[src/common/sync_regs_pkg.sv]
// Purpose: Shared constants and carriers for the reference alignment register bank
// Assumes: Serial port frames of 16 instruction bits and 8 data bits
// Notes: Phase values are 9-bit two's complement counts of converter clocks
package sync_regs_pkg;

    // Register offsets
    localparam logic [14:0] ADDR_WINDOW = 15'h034;
    localparam logic [14:0] ADDR_ERR_LOW = 15'h038;
    localparam logic [14:0] ADDR_ERR_HIGH = 15'h039;
    localparam logic [14:0] ADDR_CONTROL = 15'h03a;
    localparam logic [14:0] ADDR_MODE = 15'h03b;
    localparam logic [14:0] ADDR_STATUS = 15'h03c;

    // Field positions
    localparam int BIT_UNDER = 7;
    localparam int BIT_OVER = 6;
    localparam int BIT_ERR_TOP = 0;
    localparam int BIT_ON = 7;
    localparam int BIT_ARM = 6;
    localparam int BIT_CLR_STICKY = 5;
    localparam int BIT_CLR_LAST = 4;
    localparam int BIT_ROTATION = 1;
    localparam int BIT_TRIP = 0;

    // Widths
    localparam int ERR_W = 9;
    localparam int WINDOW_W = 3;
    localparam int MODE_W = 4;

    // Values after reset
    localparam logic RST_ON = 1'h0;
    localparam logic [WINDOW_W-1:0] RST_WINDOW = 3'h0;
    localparam logic [MODE_W-1:0] RST_MODE = 4'h0;
    localparam logic [ERR_W-1:0] RST_ERR = 9'h000;

    // Mode codes
    localparam logic [MODE_W-1:0] MODE_ONE_SHOT = 4'h1;
    localparam logic [MODE_W-1:0] MODE_CONTINUOUS = 4'h2;
    localparam logic [MODE_W-1:0] MODE_MONITOR = 4'h8;
    localparam logic [MODE_W-1:0] MODE_SHOT_MON_A = 4'h9;
    localparam logic [MODE_W-1:0] MODE_SHOT_MON_B = 4'ha;

    // Serial frame counts
    localparam logic [4:0] SPI_INSTR_LAST = 5'h0f;
    localparam logic [4:0] SPI_FRAME_LAST = 5'h17;
    localparam int SPI_RW_BIT = 15;

    typedef struct packed
    {
        logic wr;
        logic rd;
        logic [14:0] addr;
        logic [7:0] wdata;
    } reg_req_t;

    typedef struct packed
    {
        logic valid;
        logic outside;
        logic under;
        logic over;
        logic [ERR_W-1:0] error;
    } phase_result_t;

endpackage

[src/design/sync_status_control.sv]
// Purpose: Register bank for reference-pulse phase alignment control and status
// Assumes: Reference strobe is one cycle wide and synchronous to sys_clk
// Notes: Adjustment is a one-cycle pulse with the error for the clock rotator
//
// Contract
// - Last error is nine bits: low byte at 0x038, top bit at 0x039 bit 0.
// - Last error is sampled phase minus target, in converter clocks.
// - Last error is sticky; it changes only on a clock adjustment or a control bit 4 clear.
// - Writing 1 to control bit 4 clears last error and its under/over flags.
// - High error bit 7 reads 1 when error lies below the window.
// - High error bit 6 reads 1 when error lies above the window.
// - Control bit 7 enables alignment logic; resets to 0, disabled.
// - Setting control bit 6 arms one alignment on a later reference pulse.
// - Writing 1 to control bit 5 clears rotation and window trip flags.
// - Three-bit window code sets tolerance; zero allows none, up to seven.
// - Mode selects one-shot, continuous, monitor, or one-shot then monitor.
`timescale 1ns/1ps
module sync_status_control
(
    input wire logic sys_clk,
    input wire logic resetn,
    input wire logic spi_sclk,
    input wire logic spi_csn,
    input wire logic spi_sdio_in,
    output logic spi_sdio_out,
    output logic spi_sdio_oe,
    input wire logic sysref_strobe,
    input wire logic [sync_regs_pkg::ERR_W-1:0] sampled_phase,
    input wire logic [sync_regs_pkg::ERR_W-1:0] target_phase,
    output logic clock_adjust,
    output logic [sync_regs_pkg::ERR_W-1:0] adjust_error,
    output logic reference_rotation_flag,
    output logic window_trip_flag
);
    sync_regs_pkg::reg_req_t req;
    sync_regs_pkg::phase_result_t result;
    logic [7:0] reg_rdata;

    // Stored state
    logic alignment_logic_on;
    logic [sync_regs_pkg::WINDOW_W-1:0] phase_tolerance_window;
    logic [sync_regs_pkg::MODE_W-1:0] alignment_mode_select;
    logic armed;
    logic shot_done;
    logic [sync_regs_pkg::ERR_W-1:0] last_phase_error;
    logic last_error_below_window;
    logic last_error_above_window;

    spi_reg_port u_port
    (
        .sys_clk(sys_clk),
        .resetn(resetn),
        .spi_sclk(spi_sclk),
        .spi_csn(spi_csn),
        .spi_sdio_in(spi_sdio_in),
        .spi_sdio_out(spi_sdio_out),
        .spi_sdio_oe(spi_sdio_oe),
        .req(req),
        .reg_rdata(reg_rdata)
    );

    phase_window_compare #(
        .WIN_W(sync_regs_pkg::WINDOW_W)
    ) u_compare
    (
        .sys_clk(sys_clk),
        .resetn(resetn),
        .sysref_strobe(sysref_strobe),
        .sampled_phase(sampled_phase),
        .target_phase(target_phase),
        .window_code(phase_tolerance_window),
        .result(result)
    );

    // Address decode
    wire sel_window = req.addr == sync_regs_pkg::ADDR_WINDOW;
    wire sel_err_low = req.addr == sync_regs_pkg::ADDR_ERR_LOW;
    wire sel_err_high = req.addr == sync_regs_pkg::ADDR_ERR_HIGH;
    wire sel_control = req.addr == sync_regs_pkg::ADDR_CONTROL;
    wire sel_mode = req.addr == sync_regs_pkg::ADDR_MODE;
    wire sel_status = req.addr == sync_regs_pkg::ADDR_STATUS;

    wire wr_window = req.wr & sel_window;
    wire wr_control = req.wr & sel_control;
    wire wr_mode = req.wr & sel_mode;

    // Write strobes, effective only in the write cycle
    wire one_shot_arm = wr_control & req.wdata[sync_regs_pkg::BIT_ARM];
    wire sticky_flag_clear = wr_control & req.wdata[sync_regs_pkg::BIT_CLR_STICKY];
    wire last_error_clear = wr_control & req.wdata[sync_regs_pkg::BIT_CLR_LAST];

    // Mode decode
    wire mode_one_shot = alignment_mode_select == sync_regs_pkg::MODE_ONE_SHOT;
    wire mode_continuous = alignment_mode_select == sync_regs_pkg::MODE_CONTINUOUS;
    wire mode_monitor = alignment_mode_select == sync_regs_pkg::MODE_MONITOR;
    wire mode_shot_mon = alignment_mode_select == sync_regs_pkg::MODE_SHOT_MON_A
        || alignment_mode_select == sync_regs_pkg::MODE_SHOT_MON_B;
    wire mode_uses_arm = mode_one_shot | mode_shot_mon;

    // Reference pulse handling
    wire pulse_seen = result.valid & alignment_logic_on;
    wire shot_taken = pulse_seen & mode_uses_arm & armed;
    wire align_now = shot_taken | (pulse_seen & mode_continuous);
    wire monitoring = mode_monitor | (mode_shot_mon & shot_done);
    wire adjust_now = align_now & result.outside;
    wire trip_now = pulse_seen & result.outside & (align_now | monitoring);

    // Read data
    wire [7:0] rd_window = {{(8-sync_regs_pkg::WINDOW_W){1'b0}}, phase_tolerance_window};
    wire [7:0] rd_err_low = last_phase_error[7:0];
    wire [7:0] rd_err_high = {last_error_below_window, last_error_above_window, 5'h00,
        last_phase_error[sync_regs_pkg::ERR_W-1]};
    wire [7:0] rd_control = {alignment_logic_on, 7'h00};
    wire [7:0] rd_mode = {{(8-sync_regs_pkg::MODE_W){1'b0}}, alignment_mode_select};
    wire [7:0] rd_status = {6'h00, reference_rotation_flag, window_trip_flag};

    assign reg_rdata = sel_window ? rd_window
        : sel_err_low ? rd_err_low
        : sel_err_high ? rd_err_high
        : sel_control ? rd_control
        : sel_mode ? rd_mode
        : sel_status ? rd_status
        : 8'h00;

    // Configuration registers
    always_ff @(posedge sys_clk or negedge resetn)
    begin
        if (!resetn)
        begin
            alignment_logic_on <= sync_regs_pkg::RST_ON;
            phase_tolerance_window <= sync_regs_pkg::RST_WINDOW;
            alignment_mode_select <= sync_regs_pkg::RST_MODE;
        end
        else
        begin
            if (wr_control)
                alignment_logic_on <= req.wdata[sync_regs_pkg::BIT_ON];
            if (wr_window)
                phase_tolerance_window <= req.wdata[sync_regs_pkg::WINDOW_W-1:0];
            if (wr_mode)
                alignment_mode_select <= req.wdata[sync_regs_pkg::MODE_W-1:0];
        end
    end

    // Arming; a new arm wins over the pulse that consumes the old one
    always_ff @(posedge sys_clk or negedge resetn)
    begin
        if (!resetn)
        begin
            armed <= 1'b0;
            shot_done <= 1'b0;
        end
        else
        begin
            if (one_shot_arm)
                armed <= 1'b1;
            else if (shot_taken)
                armed <= 1'b0;
            if (one_shot_arm)
                shot_done <= 1'b0;
            else if (shot_taken)
                shot_done <= 1'b1;
        end
    end

    // Sticky last error record; a new adjustment wins over a clear
    always_ff @(posedge sys_clk or negedge resetn)
    begin
        if (!resetn)
        begin
            last_phase_error <= sync_regs_pkg::RST_ERR;
            last_error_below_window <= 1'b0;
            last_error_above_window <= 1'b0;
        end
        else if (adjust_now)
        begin
            last_phase_error <= result.error;
            last_error_below_window <= result.under;
            last_error_above_window <= result.over;
        end
        else if (last_error_clear)
        begin
            last_phase_error <= sync_regs_pkg::RST_ERR;
            last_error_below_window <= 1'b0;
            last_error_above_window <= 1'b0;
        end
    end

    // Sticky status flags; set wins over clear
    always_ff @(posedge sys_clk or negedge resetn)
    begin
        if (!resetn)
        begin
            reference_rotation_flag <= 1'b0;
            window_trip_flag <= 1'b0;
        end
        else
        begin
            if (adjust_now)
                reference_rotation_flag <= 1'b1;
            else if (sticky_flag_clear)
                reference_rotation_flag <= 1'b0;
            if (trip_now)
                window_trip_flag <= 1'b1;
            else if (sticky_flag_clear)
                window_trip_flag <= 1'b0;
        end
    end

    // Adjustment request to the clock rotator
    always_ff @(posedge sys_clk or negedge resetn)
    begin
        if (!resetn)
        begin
            clock_adjust <= 1'b0;
            adjust_error <= sync_regs_pkg::RST_ERR;
        end
        else
        begin
            clock_adjust <= adjust_now;
            if (adjust_now)
                adjust_error <= result.error;
        end
    end
endmodule

[src/design/spi_reg_port.sv]
// Purpose: Serial configuration port turned into register read and write pulses
// Assumes: Serial clock high and low phases each last at least two system clocks
// Notes: Mode 0, MSB first, one data byte per frame, instruction bit 15 high for read
`timescale 1ns/1ps
module spi_reg_port
(
    input wire logic sys_clk,
    input wire logic resetn,
    input wire logic spi_sclk,
    input wire logic spi_csn,
    input wire logic spi_sdio_in,
    output logic spi_sdio_out,
    output logic spi_sdio_oe,
    output sync_regs_pkg::reg_req_t req,
    input wire logic [7:0] reg_rdata
);
    typedef enum logic [1:0] {IDLE, INSTR, WRITE_DATA, READ_DATA} spi_state_t;

    spi_state_t state;
    logic sclk_q;
    logic [4:0] bit_cnt;
    logic [15:0] shift_in;
    logic [7:0] shift_out;

    wire rise = spi_sclk & ~sclk_q & ~spi_csn;
    wire fall = ~spi_sclk & sclk_q & ~spi_csn;
    wire [15:0] next_shift = {shift_in[14:0], spi_sdio_in};
    wire instr_done = rise && bit_cnt == sync_regs_pkg::SPI_INSTR_LAST;
    wire frame_done = rise && bit_cnt == sync_regs_pkg::SPI_FRAME_LAST;

    always_ff @(posedge sys_clk or negedge resetn)
    begin
        if (!resetn)
        begin
            state <= IDLE;
            sclk_q <= 1'b0;
            bit_cnt <= 5'h00;
            shift_in <= 16'h0000;
            shift_out <= 8'h00;
            spi_sdio_out <= 1'b0;
            spi_sdio_oe <= 1'b0;
            req <= '0;
        end
        else
        begin
            sclk_q <= spi_sclk;
            req.wr <= 1'b0;
            req.rd <= 1'b0;
            if (spi_csn)
            begin
                state <= IDLE;
                bit_cnt <= 5'h00;
                spi_sdio_oe <= 1'b0;
            end
            else
            begin
                if (rise && state != IDLE)
                begin
                    shift_in <= next_shift;
                    bit_cnt <= bit_cnt + 5'h01;
                end
                if (req.rd)
                    shift_out <= reg_rdata;
                case (state)
                    IDLE:
                    begin
                        if (rise)
                        begin
                            state <= INSTR;
                            shift_in <= next_shift;
                            bit_cnt <= 5'h01;
                        end
                    end
                    INSTR:
                    begin
                        if (instr_done)
                        begin
                            req.addr <= next_shift[14:0];
                            req.rd <= next_shift[sync_regs_pkg::SPI_RW_BIT];
                            state <= next_shift[sync_regs_pkg::SPI_RW_BIT] ? READ_DATA : WRITE_DATA;
                        end
                    end
                    WRITE_DATA:
                    begin
                        if (frame_done)
                        begin
                            req.wdata <= next_shift[7:0];
                            req.wr <= 1'b1;
                            state <= IDLE;
                        end
                    end
                    READ_DATA:
                    begin
                        if (fall)
                        begin
                            spi_sdio_out <= shift_out[7];
                            shift_out <= {shift_out[6:0], 1'b0};
                            spi_sdio_oe <= 1'b1;
                        end
                    end
                    default:
                        state <= IDLE;
                endcase
            end
        end
    end
endmodule

[src/design/phase_window_compare.sv]
// Purpose: Measures reference phase error and checks it against the tolerance window
// Assumes: Phase inputs are valid in the cycle of the reference strobe
// Notes: Result appears one cycle after the strobe
`timescale 1ns/1ps
module phase_window_compare
#(
    parameter int WIN_W = sync_regs_pkg::WINDOW_W
)
(
    input wire logic sys_clk,
    input wire logic resetn,
    input wire logic sysref_strobe,
    input wire logic [sync_regs_pkg::ERR_W-1:0] sampled_phase,
    input wire logic [sync_regs_pkg::ERR_W-1:0] target_phase,
    input wire logic [WIN_W-1:0] window_code,
    output sync_regs_pkg::phase_result_t result
);
    if (WIN_W < 1 || WIN_W >= sync_regs_pkg::ERR_W)
    begin : g_bad_width
        $error("Window width must be below the error width");
    end

    // Signed difference, one bit wider to compare safely
    wire [sync_regs_pkg::ERR_W-1:0] diff = sampled_phase - target_phase;
    wire signed [sync_regs_pkg::ERR_W:0] err_ext = $signed({diff[sync_regs_pkg::ERR_W-1], diff});
    wire signed [sync_regs_pkg::ERR_W:0] tol = $signed({{(sync_regs_pkg::ERR_W+1-WIN_W){1'b0}}, window_code});
    wire below = err_ext < -tol;
    wire above = err_ext > tol;

    always_ff @(posedge sys_clk or negedge resetn)
    begin
        if (!resetn)
            result <= '0;
        else
        begin
            result.valid <= sysref_strobe;
            if (sysref_strobe)
            begin
                result.error <= diff;
                result.under <= below;
                result.over <= above;
                result.outside <= below | above;
            end
        end
    end
endmodule

[config.mk]
export PLATFORM = sky130hd
export DESIGN_NAME = sync_status_control
export DESIGN_NICKNAME = d
export VERILOG_FILES = /design/src/common/sync_regs_pkg.sv /design/src/design/sync_status_control.sv /design/src/design/spi_reg_port.sv /design/src/design/phase_window_compare.sv
export SDC_FILE = /design/constraint.sdc
export NUM_CORES = 1
export LEC_CHECK = 0
export BUFFER_PORTS_ARGS = -buffer_cell sky130_fd_sc_hd__buf_2
export CAP_MARGIN = 15
export CORE_ASPECT_RATIO = 0.9
export CORE_MARGIN = 8
export CORE_UTILIZATION = 50
export DETAILED_ROUTE_END_ITERATION = 8
export GPL_ROUTABILITY_DRIVEN = 0
export PLACE_DENSITY = 0.77
export SYNTH_ARGS = -nofsm -noshare
export SYNTH_HDL_FRONTEND = slang
export SYNTH_SLANG_ARGS = --single-unit
[constraint.sdc]
create_clock -name sys_clk -period 2.4 [get_ports sys_clk]
set_input_delay 0.48 -clock sys_clk [delete_from_list [all_inputs] [get_ports sys_clk]]
set_output_delay 0.48 -clock sys_clk [all_outputs]
set_load 0.01 [all_outputs]
======== Word-level counts from Yosys, hierarchy flattened ========
Cells that the tools add are included.
storage, ports and cells
  bits of input ports ..................... 24
  output and inout bits ................... 14
  bits in registers ....................... 105
operators by class
  eq/ne operators ......................... 19
  multiplexer cells ....................... 44
  magnitude comparators ................... 2
  reductions and logical operators ........ 18
  bitwise operators ....................... 26
  add/sub/neg operators ................... 3
operators with widths
  cell                                                                     number
  15-bit by 6-bit equality test with 1-bit output, second input constant   6
  16-bit 2-to-1 mux                                                        5
  8-bit 2-to-1 mux                                                         9
  25-bit 2-to-1 mux                                                        1
  5-bit 2-to-1 mux                                                         4
  1-bit bitwise AND                                                        18
  9-bit 2-to-1 mux                                                         2
  1-bit 2-to-1 mux                                                         16
  2-bit nonzero test                                                       7
  4-bit equality test, second input constant                               3
  9-bit by 10-bit less-than comparator with 1-bit output                   1
  2-bit 2-to-1 mux                                                         5
  3-bit negator with 10-bit output                                         1
  9-bit by 4-bit greater-than comparator with 1-bit output                 1
  3-bit by 2-bit inequality test with 1-bit output, second input constant  3
  3-bit AND reduction                                                      3
  9-bit subtractor                                                         1
  2-bit case mux with 3 select lines                                       1
  5-bit by 1-bit adder with 5-bit output, second input constant            1
  5-bit by 4-bit equality test with 1-bit output, second input constant    1
  5-bit equality test, second input constant                               1
  1-bit OR                                                                 5
  2-bit equality test, second input constant                               2
  4-bit by 1-bit equality test with 1-bit output, second input constant    1
  other kinds (10)                                                         14

======== Longest topological paths before layout ========
  depth after elaboration ................. 10
  gate-level depth with buffers ........... 14
  gate-level depth less buffers ........... 14

======== Hierarchy ========
Synthesis repeated with hierarchy kept, for this count alone.
second synthesis, totals
  cell total of the unflattened synthesis .. 457
  area, all modules ....................... 5357.6 um^2
by module, submodules not included
  module                area an instance (um^2)  times used  cells each
  spi_reg_port          2492.4                   1           181
  sync_status_control   1641.6                   1           142
  phase_window_compare  1223.7                   1           134

======== Worst setup path after synthesis ========
Ideal clock, no wire load.
  path kind ............................... input port to flip-flop
  from .................................... input sampled_phase[0] (netlist name)
  to ...................................... register, netlist name u_compare.result[11]
  path slack .............................. -0.628 ns
  arrival ................................. 2.941 ns
  buffers on the path ..................... 0
  data required time ...................... 2.312 ns
  stages on the path ...................... 14
  cells stage by stage .................... inv_1 > ha_1 > inv_1 > fa_1 > a211oi_2 > o21ai_0 > a31oi_1 > xor2_1 > inv_1 > ha_1 > a21oi_1 > o21ai_0 > maj3_1 > o211ai_1
between the ends
  cells in the longest elaborated chain, start to end .. 3
  elaborated cells on any way between the ends .. 4
  those cells by class .................... 1 x add/sub; 2 x order compare; 1 x bitwise
ends and longest elaborated chain
  element                                                                                                                             RTL line                                                text
  from (decl)                                                                                                                         sync_status_control.sv:28                               input wire logic [sync_regs_pkg::ERR_W-1:0] sampled_phase,
  9-bit subtractor *                                                                                                                  phase_window_compare.sv:24                              wire [sync_regs_pkg::ERR_W-1:0] diff = sampled_phase - target_phase;
  9-bit by 10-bit less-than comparator with 1-bit output or 9-bit by 4-bit greater-than comparator with 1-bit output (tied branches)  phase_window_compare.sv:27, phase_window_compare.sv:28
  1-bit OR *                                                                                                                          phase_window_compare.sv:42                              result.outside <= below | above;
Mark *: on every way between the ends. The rest lies on a longest branch, timed or not.
A chain may end at the register's enable or synchronous reset.

======== Worst setup path after layout ========
  from .................................... input sampled_phase[0] (netlist name)
  to ...................................... register, netlist name u_compare.result[11]
between the ends
  cells in the longest elaborated chain, start to end .. 3
  elaborated cells on any way between the ends .. 4
  those cells by class .................... 1 x add/sub; 2 x order compare; 1 x bitwise
ends and longest elaborated chain
  element                                                                                                                             RTL line
  9-bit subtractor *                                                                                                                  phase_window_compare.sv:24
  9-bit by 10-bit less-than comparator with 1-bit output or 9-bit by 4-bit greater-than comparator with 1-bit output (tied branches)  phase_window_compare.sv:27, phase_window_compare.sv:28
  1-bit OR *                                                                                                                          phase_window_compare.sv:42
Marked as above.

==> results.json <==
{
  "status": "complete, but fails checks",
  "violations": "negative setup slack",
  "antenna_left": 0,
  "rows": 34,
  "numCtsBuffers": 9,
  "slowest_stage": "fa_2",
  "instances_no_fill": 644,
  "clock-root-buffer": "clkbuf_8",
  "synth_top_flop_cell": "dfrtp_1",
  "r2r_setup_slack_ns": 0.02,
  "crit_path_end_kind": "flop",
  "fin_nets": 562,
  "hpwl_um": 7280,
  "critPathBufInv": 4,
  "synth_top_area_cell": "dfrtp_1",
  "drt-total-wl_um": 10300,
  "p_leak_nw": 2.86,
  "drv_slew": 0,
  "die_w_um": 121,
  "clk-insertion-delay-late_ns": 0.38,
  "areaGrowthSynthToFinish_pct": 18.6,
  "finClkSkew_ns": 0.0136,
  "syn-cell-area_mm2": 0.00500,
  "yosysUniqueCellTypes": 51,
  "place_area_mm2": 0.00556,
  "clk_pin_slew_worst_paths_ns": 0.10,
  "antenna_found_initial": 0,
  "fill_cells": 759,
  "layout-drive-gt1-share": 0.336,
  "period_share": 1.17,
  "synth_cells": 434,
  "endpoint": "u_compare.result[11]",
  "clockBufferDepth": 2,
  "async_flop_share": 1.00,
  "critPathMaxFanout": 3,
  "vias_per_cell": 5.54,
  "ys_warn_count": 0,
  "setup-violations-final": 4,
  "crit_path_max_incr_delay_ns": 0.36,
  "ios": 38,
  "grt_pass1_vias": 3725,
  "synth_edf_count": 0,
  "drtIter0Drc": 202,
  "finalWorstSetupSlack_ns": -0.397,
  "worstReg2RegEnd": "u_compare.result[11]",
  "crit_family": "compound AO/OA/AOI/OAI gates",
  "seq_area_mm2": 0.00260,
  "cts_tree": "yes",
  "synth_top_cell_area_share": 0.521,
  "relSlewSlack": 0.388,
  "die_area_mm2": 0.0135,
  "ys_seq_elements": 104,
  "grt_max_degree": 40,
  "yosys-top-cells-area": "dfrtp_1 (52%), mux2_2 (13%), ha_1 (6.0%), o21ai_0 (2.4%), nor2_1 (2.3%)",
  "critPathLaunchType": "input pin",
  "clock-sinks": 104,
  "grt_overflow": 0,
  "vias": 3569,
  "fin_util": 0.611,
  "crit_path_start": "sampled_phase[0]",
  "peakVddDrop_mv": 0.423,
  "grt_usage": 0.161,
  "route.detailed.drc": 0,
  "cp.required_ns": 2.69,
  "fin_area_mm2": 0.00593,
  "maxCapViolCount": 0,
  "syn-num-nets": 483,
  "first_pass_iters": 4,
  "cp.depth": 15,
  "fin_crit_ns": 2.80,
  "fmax_mhz": 357,
  "power_density_mw_per_mm2": 627,
  "r2r_start": "phase_tolerance_window[1]",
  "crit_chain": "buf_8 > inv_12 > ha_4 > inv_2 > fa_2 > a211oi_4 > o21ai_1 > a31oi_1 > xor2_1 > inv_2 > ha_4 > a21oi_2 > o21ai_2 > maj3_2 > o211ai_1",
  "place_ws_ns": -0.876,
  "rsz0062_at_grt": "true",
  "io_buffers": 37,
  "worstSetupPathType": "input pin to flop",
  "tns_ns": -1.33,
  "dieHeight_um": 111,
  "tightest_slew_ns": 0.918,
  "worstHoldPathType": "input pin to async pin",
  "worstRegToRegCells": 11,
  "hold_viol_final": 0,
  "coreArea_mm2": 0.00970,
  "multi_input_area_mm2": 0.00229,
  "arrival_ns": 3.08,
  "post-place-cells": 614,
  "htreeDepth": 3,
  "wl_per_cell_um": 16.0,
  "start_util": 0.515,
  "num_antenna_cells": 0,
  "grt_pass1_wl_um": 17700,
  "yosysSeqAreaShare": 0.521,
  "avgSynthCellArea_um2": 11.5
}
==> report_power, final <==
part | total (mW) | switching [mW] | internal, mW
Clock | 1.12 | 0.605 | 0.511
Combinational | 0.624 | 0.282 | 0.342
Sequential | 1.98 | 0.106 | 1.87
Total | 3.72 | 0.993 | 2.72
==> cells in the mapped netlist, types with 4 or more instances <==
library cell	count
o21ai_0	24
nand3b_1	5
ha_1	24
clkbuf_1	5
a31oi_1	4
xnor2_1	4
nand2b_1	5
and3_1	4
a22oi_1	8
a21o_1	4
nand2_1	26
a22o_1	11
nor2_1	30
dfrtp_1	104
buf_2	7
nor2b_1	5
mux2_2	58
nor3_1	6
a21oi_1	14
o21a_1	5
inv_1	26
nand3_1	9
==> layer usage <==
layer	GRT usage	wire (um)	up-vias
li1	-	-	1704
met3	0.0438	486	19
met5	0	0	-
met4	0.0583	177	0
met2	0.240	4770	74
met1	0.218	4900	1772
==> registers in the layout, summed over array words and instances, names as in the netlist, 2 cells and up <==
register and flops:
u_port.bit_cnt 5, phase_tolerance_window 3, u_compare.result 13, adjust_error 9, alignment_mode_select 4, u_port.state 2, last_phase_error 9, u_port.req 25
u_port.shift_in 15, u_port.shift_out 8
==> metrics by stage <==
stage / total power, mW / hold WS (ns)
floorplan: 2.27 / 0.184
global route: 3.89 / 0.102
CTS: 3.69 / 0.0785
detailed placement: 2.51 / 0.464
global placement: 2.48 / 0.458
finish: 3.72 / 0.0731
==> how the worst min path moves through the flow <==
stage	startpoint	endpoint	slack (ns)
2_1_floorplan	resetn	adjust_error[0]	0.18
3_3_place_gp	u_port.shift_out[7]	u_port.spi_sdio_out	0.46
3_5_place_dp	u_port.shift_out[7]	u_port.spi_sdio_out	0.46
4_1_cts	resetn	u_port.req[1]	0.08
5_1_grt	resetn	u_port.bit_cnt[2]	0.10
6_report	resetn	u_port.req[8]	0.07
==> kinds of logic after synthesis <==
family	count (synthesis)	synth area share
buffers and inverters	40	0.0333
adder cells (fa/ha/maj)	27	0.0681
AND/OR/NAND/NOR	109	0.115
multiplexers	60	0.135
flip-flops	104	0.521
AO/OA/AOI/OAI	87	0.116
XOR/XNOR	7	0.0123
==> area by class of cell <==
cell class              instances  share of cell area
clock buffers                  10              0.0232
clock inverters                 6              0.0116
inverters                      27              0.0192
multi-input cells             290               0.386
flip-flops and latches        104               0.439
well taps                     126              0.0266
repair buffers                 81              0.0940
==> placed cells by master, fill, tap and decap left out, types with 2 or more instances in the layout <==
| cell type | netlist | routed |
|---|---|---|
| dfrtp_1 | 104 | 104 |
| mux2_2 | 58 | 58 |
| buf_4 | 0 | 42 |
| buf_2 | 7 | 35 |
| nor2_1 | 30 | 30 |
| nand2_1 | 26 | 26 |
| inv_1 | 26 | 23 |
| ha_1 | 24 | 22 |
| o21ai_0 | 24 | 21 |
| a21oi_1 | 14 | 12 |
| a22o_1 | 11 | 11 |
| clkbuf_8 | 0 | 10 |
| nand3_1 | 9 | 9 |
| a22oi_1 | 8 | 8 |
| nor3_1 | 6 | 6 |
| nand2b_1 | 5 | 5 |
| nor2b_1 | 5 | 5 |
| nand3b_1 | 5 | 5 |
| o21a_1 | 5 | 5 |
| xnor2_1 | 4 | 4 |
| a21o_1 | 4 | 4 |
| and3_1 | 4 | 4 |
| a31oi_1 | 4 | 4 |
| clkinvlp_4 | 0 | 4 |
| xor2_1 | 3 | 3 |
| o21bai_1 | 3 | 3 |
| nor4_1 | 3 | 3 |
| o211ai_1 | 3 | 3 |
| inv_2 | 0 | 2 |
| a21oi_2 | 0 | 2 |
| o2111ai_1 | 3 | 2 |
| o21ai_1 | 0 | 2 |
| nor3_2 | 2 | 2 |
| and2_1 | 2 | 2 |
| nor4b_1 | 2 | 2 |
| nor3b_1 | 2 | 2 |
| nand4_1 | 2 | 2 |
| mux2i_1 | 2 | 2 |
| ha_4 | 0 | 2 |
| buf_12 | 0 | 2 |
==> repair_timing <==
| item | in CTS | in global routing |
|---|---|---|
| pin swaps | 9 | 4 |
| resized for setup | 6 | 6 |
| hold buffers | 0 | 0 |
| setup buffers | 13 | 1 |
| endpoints found under the setup margin | 3 | 4 |
No activity file was read; power rests on OpenSTA's default activity.
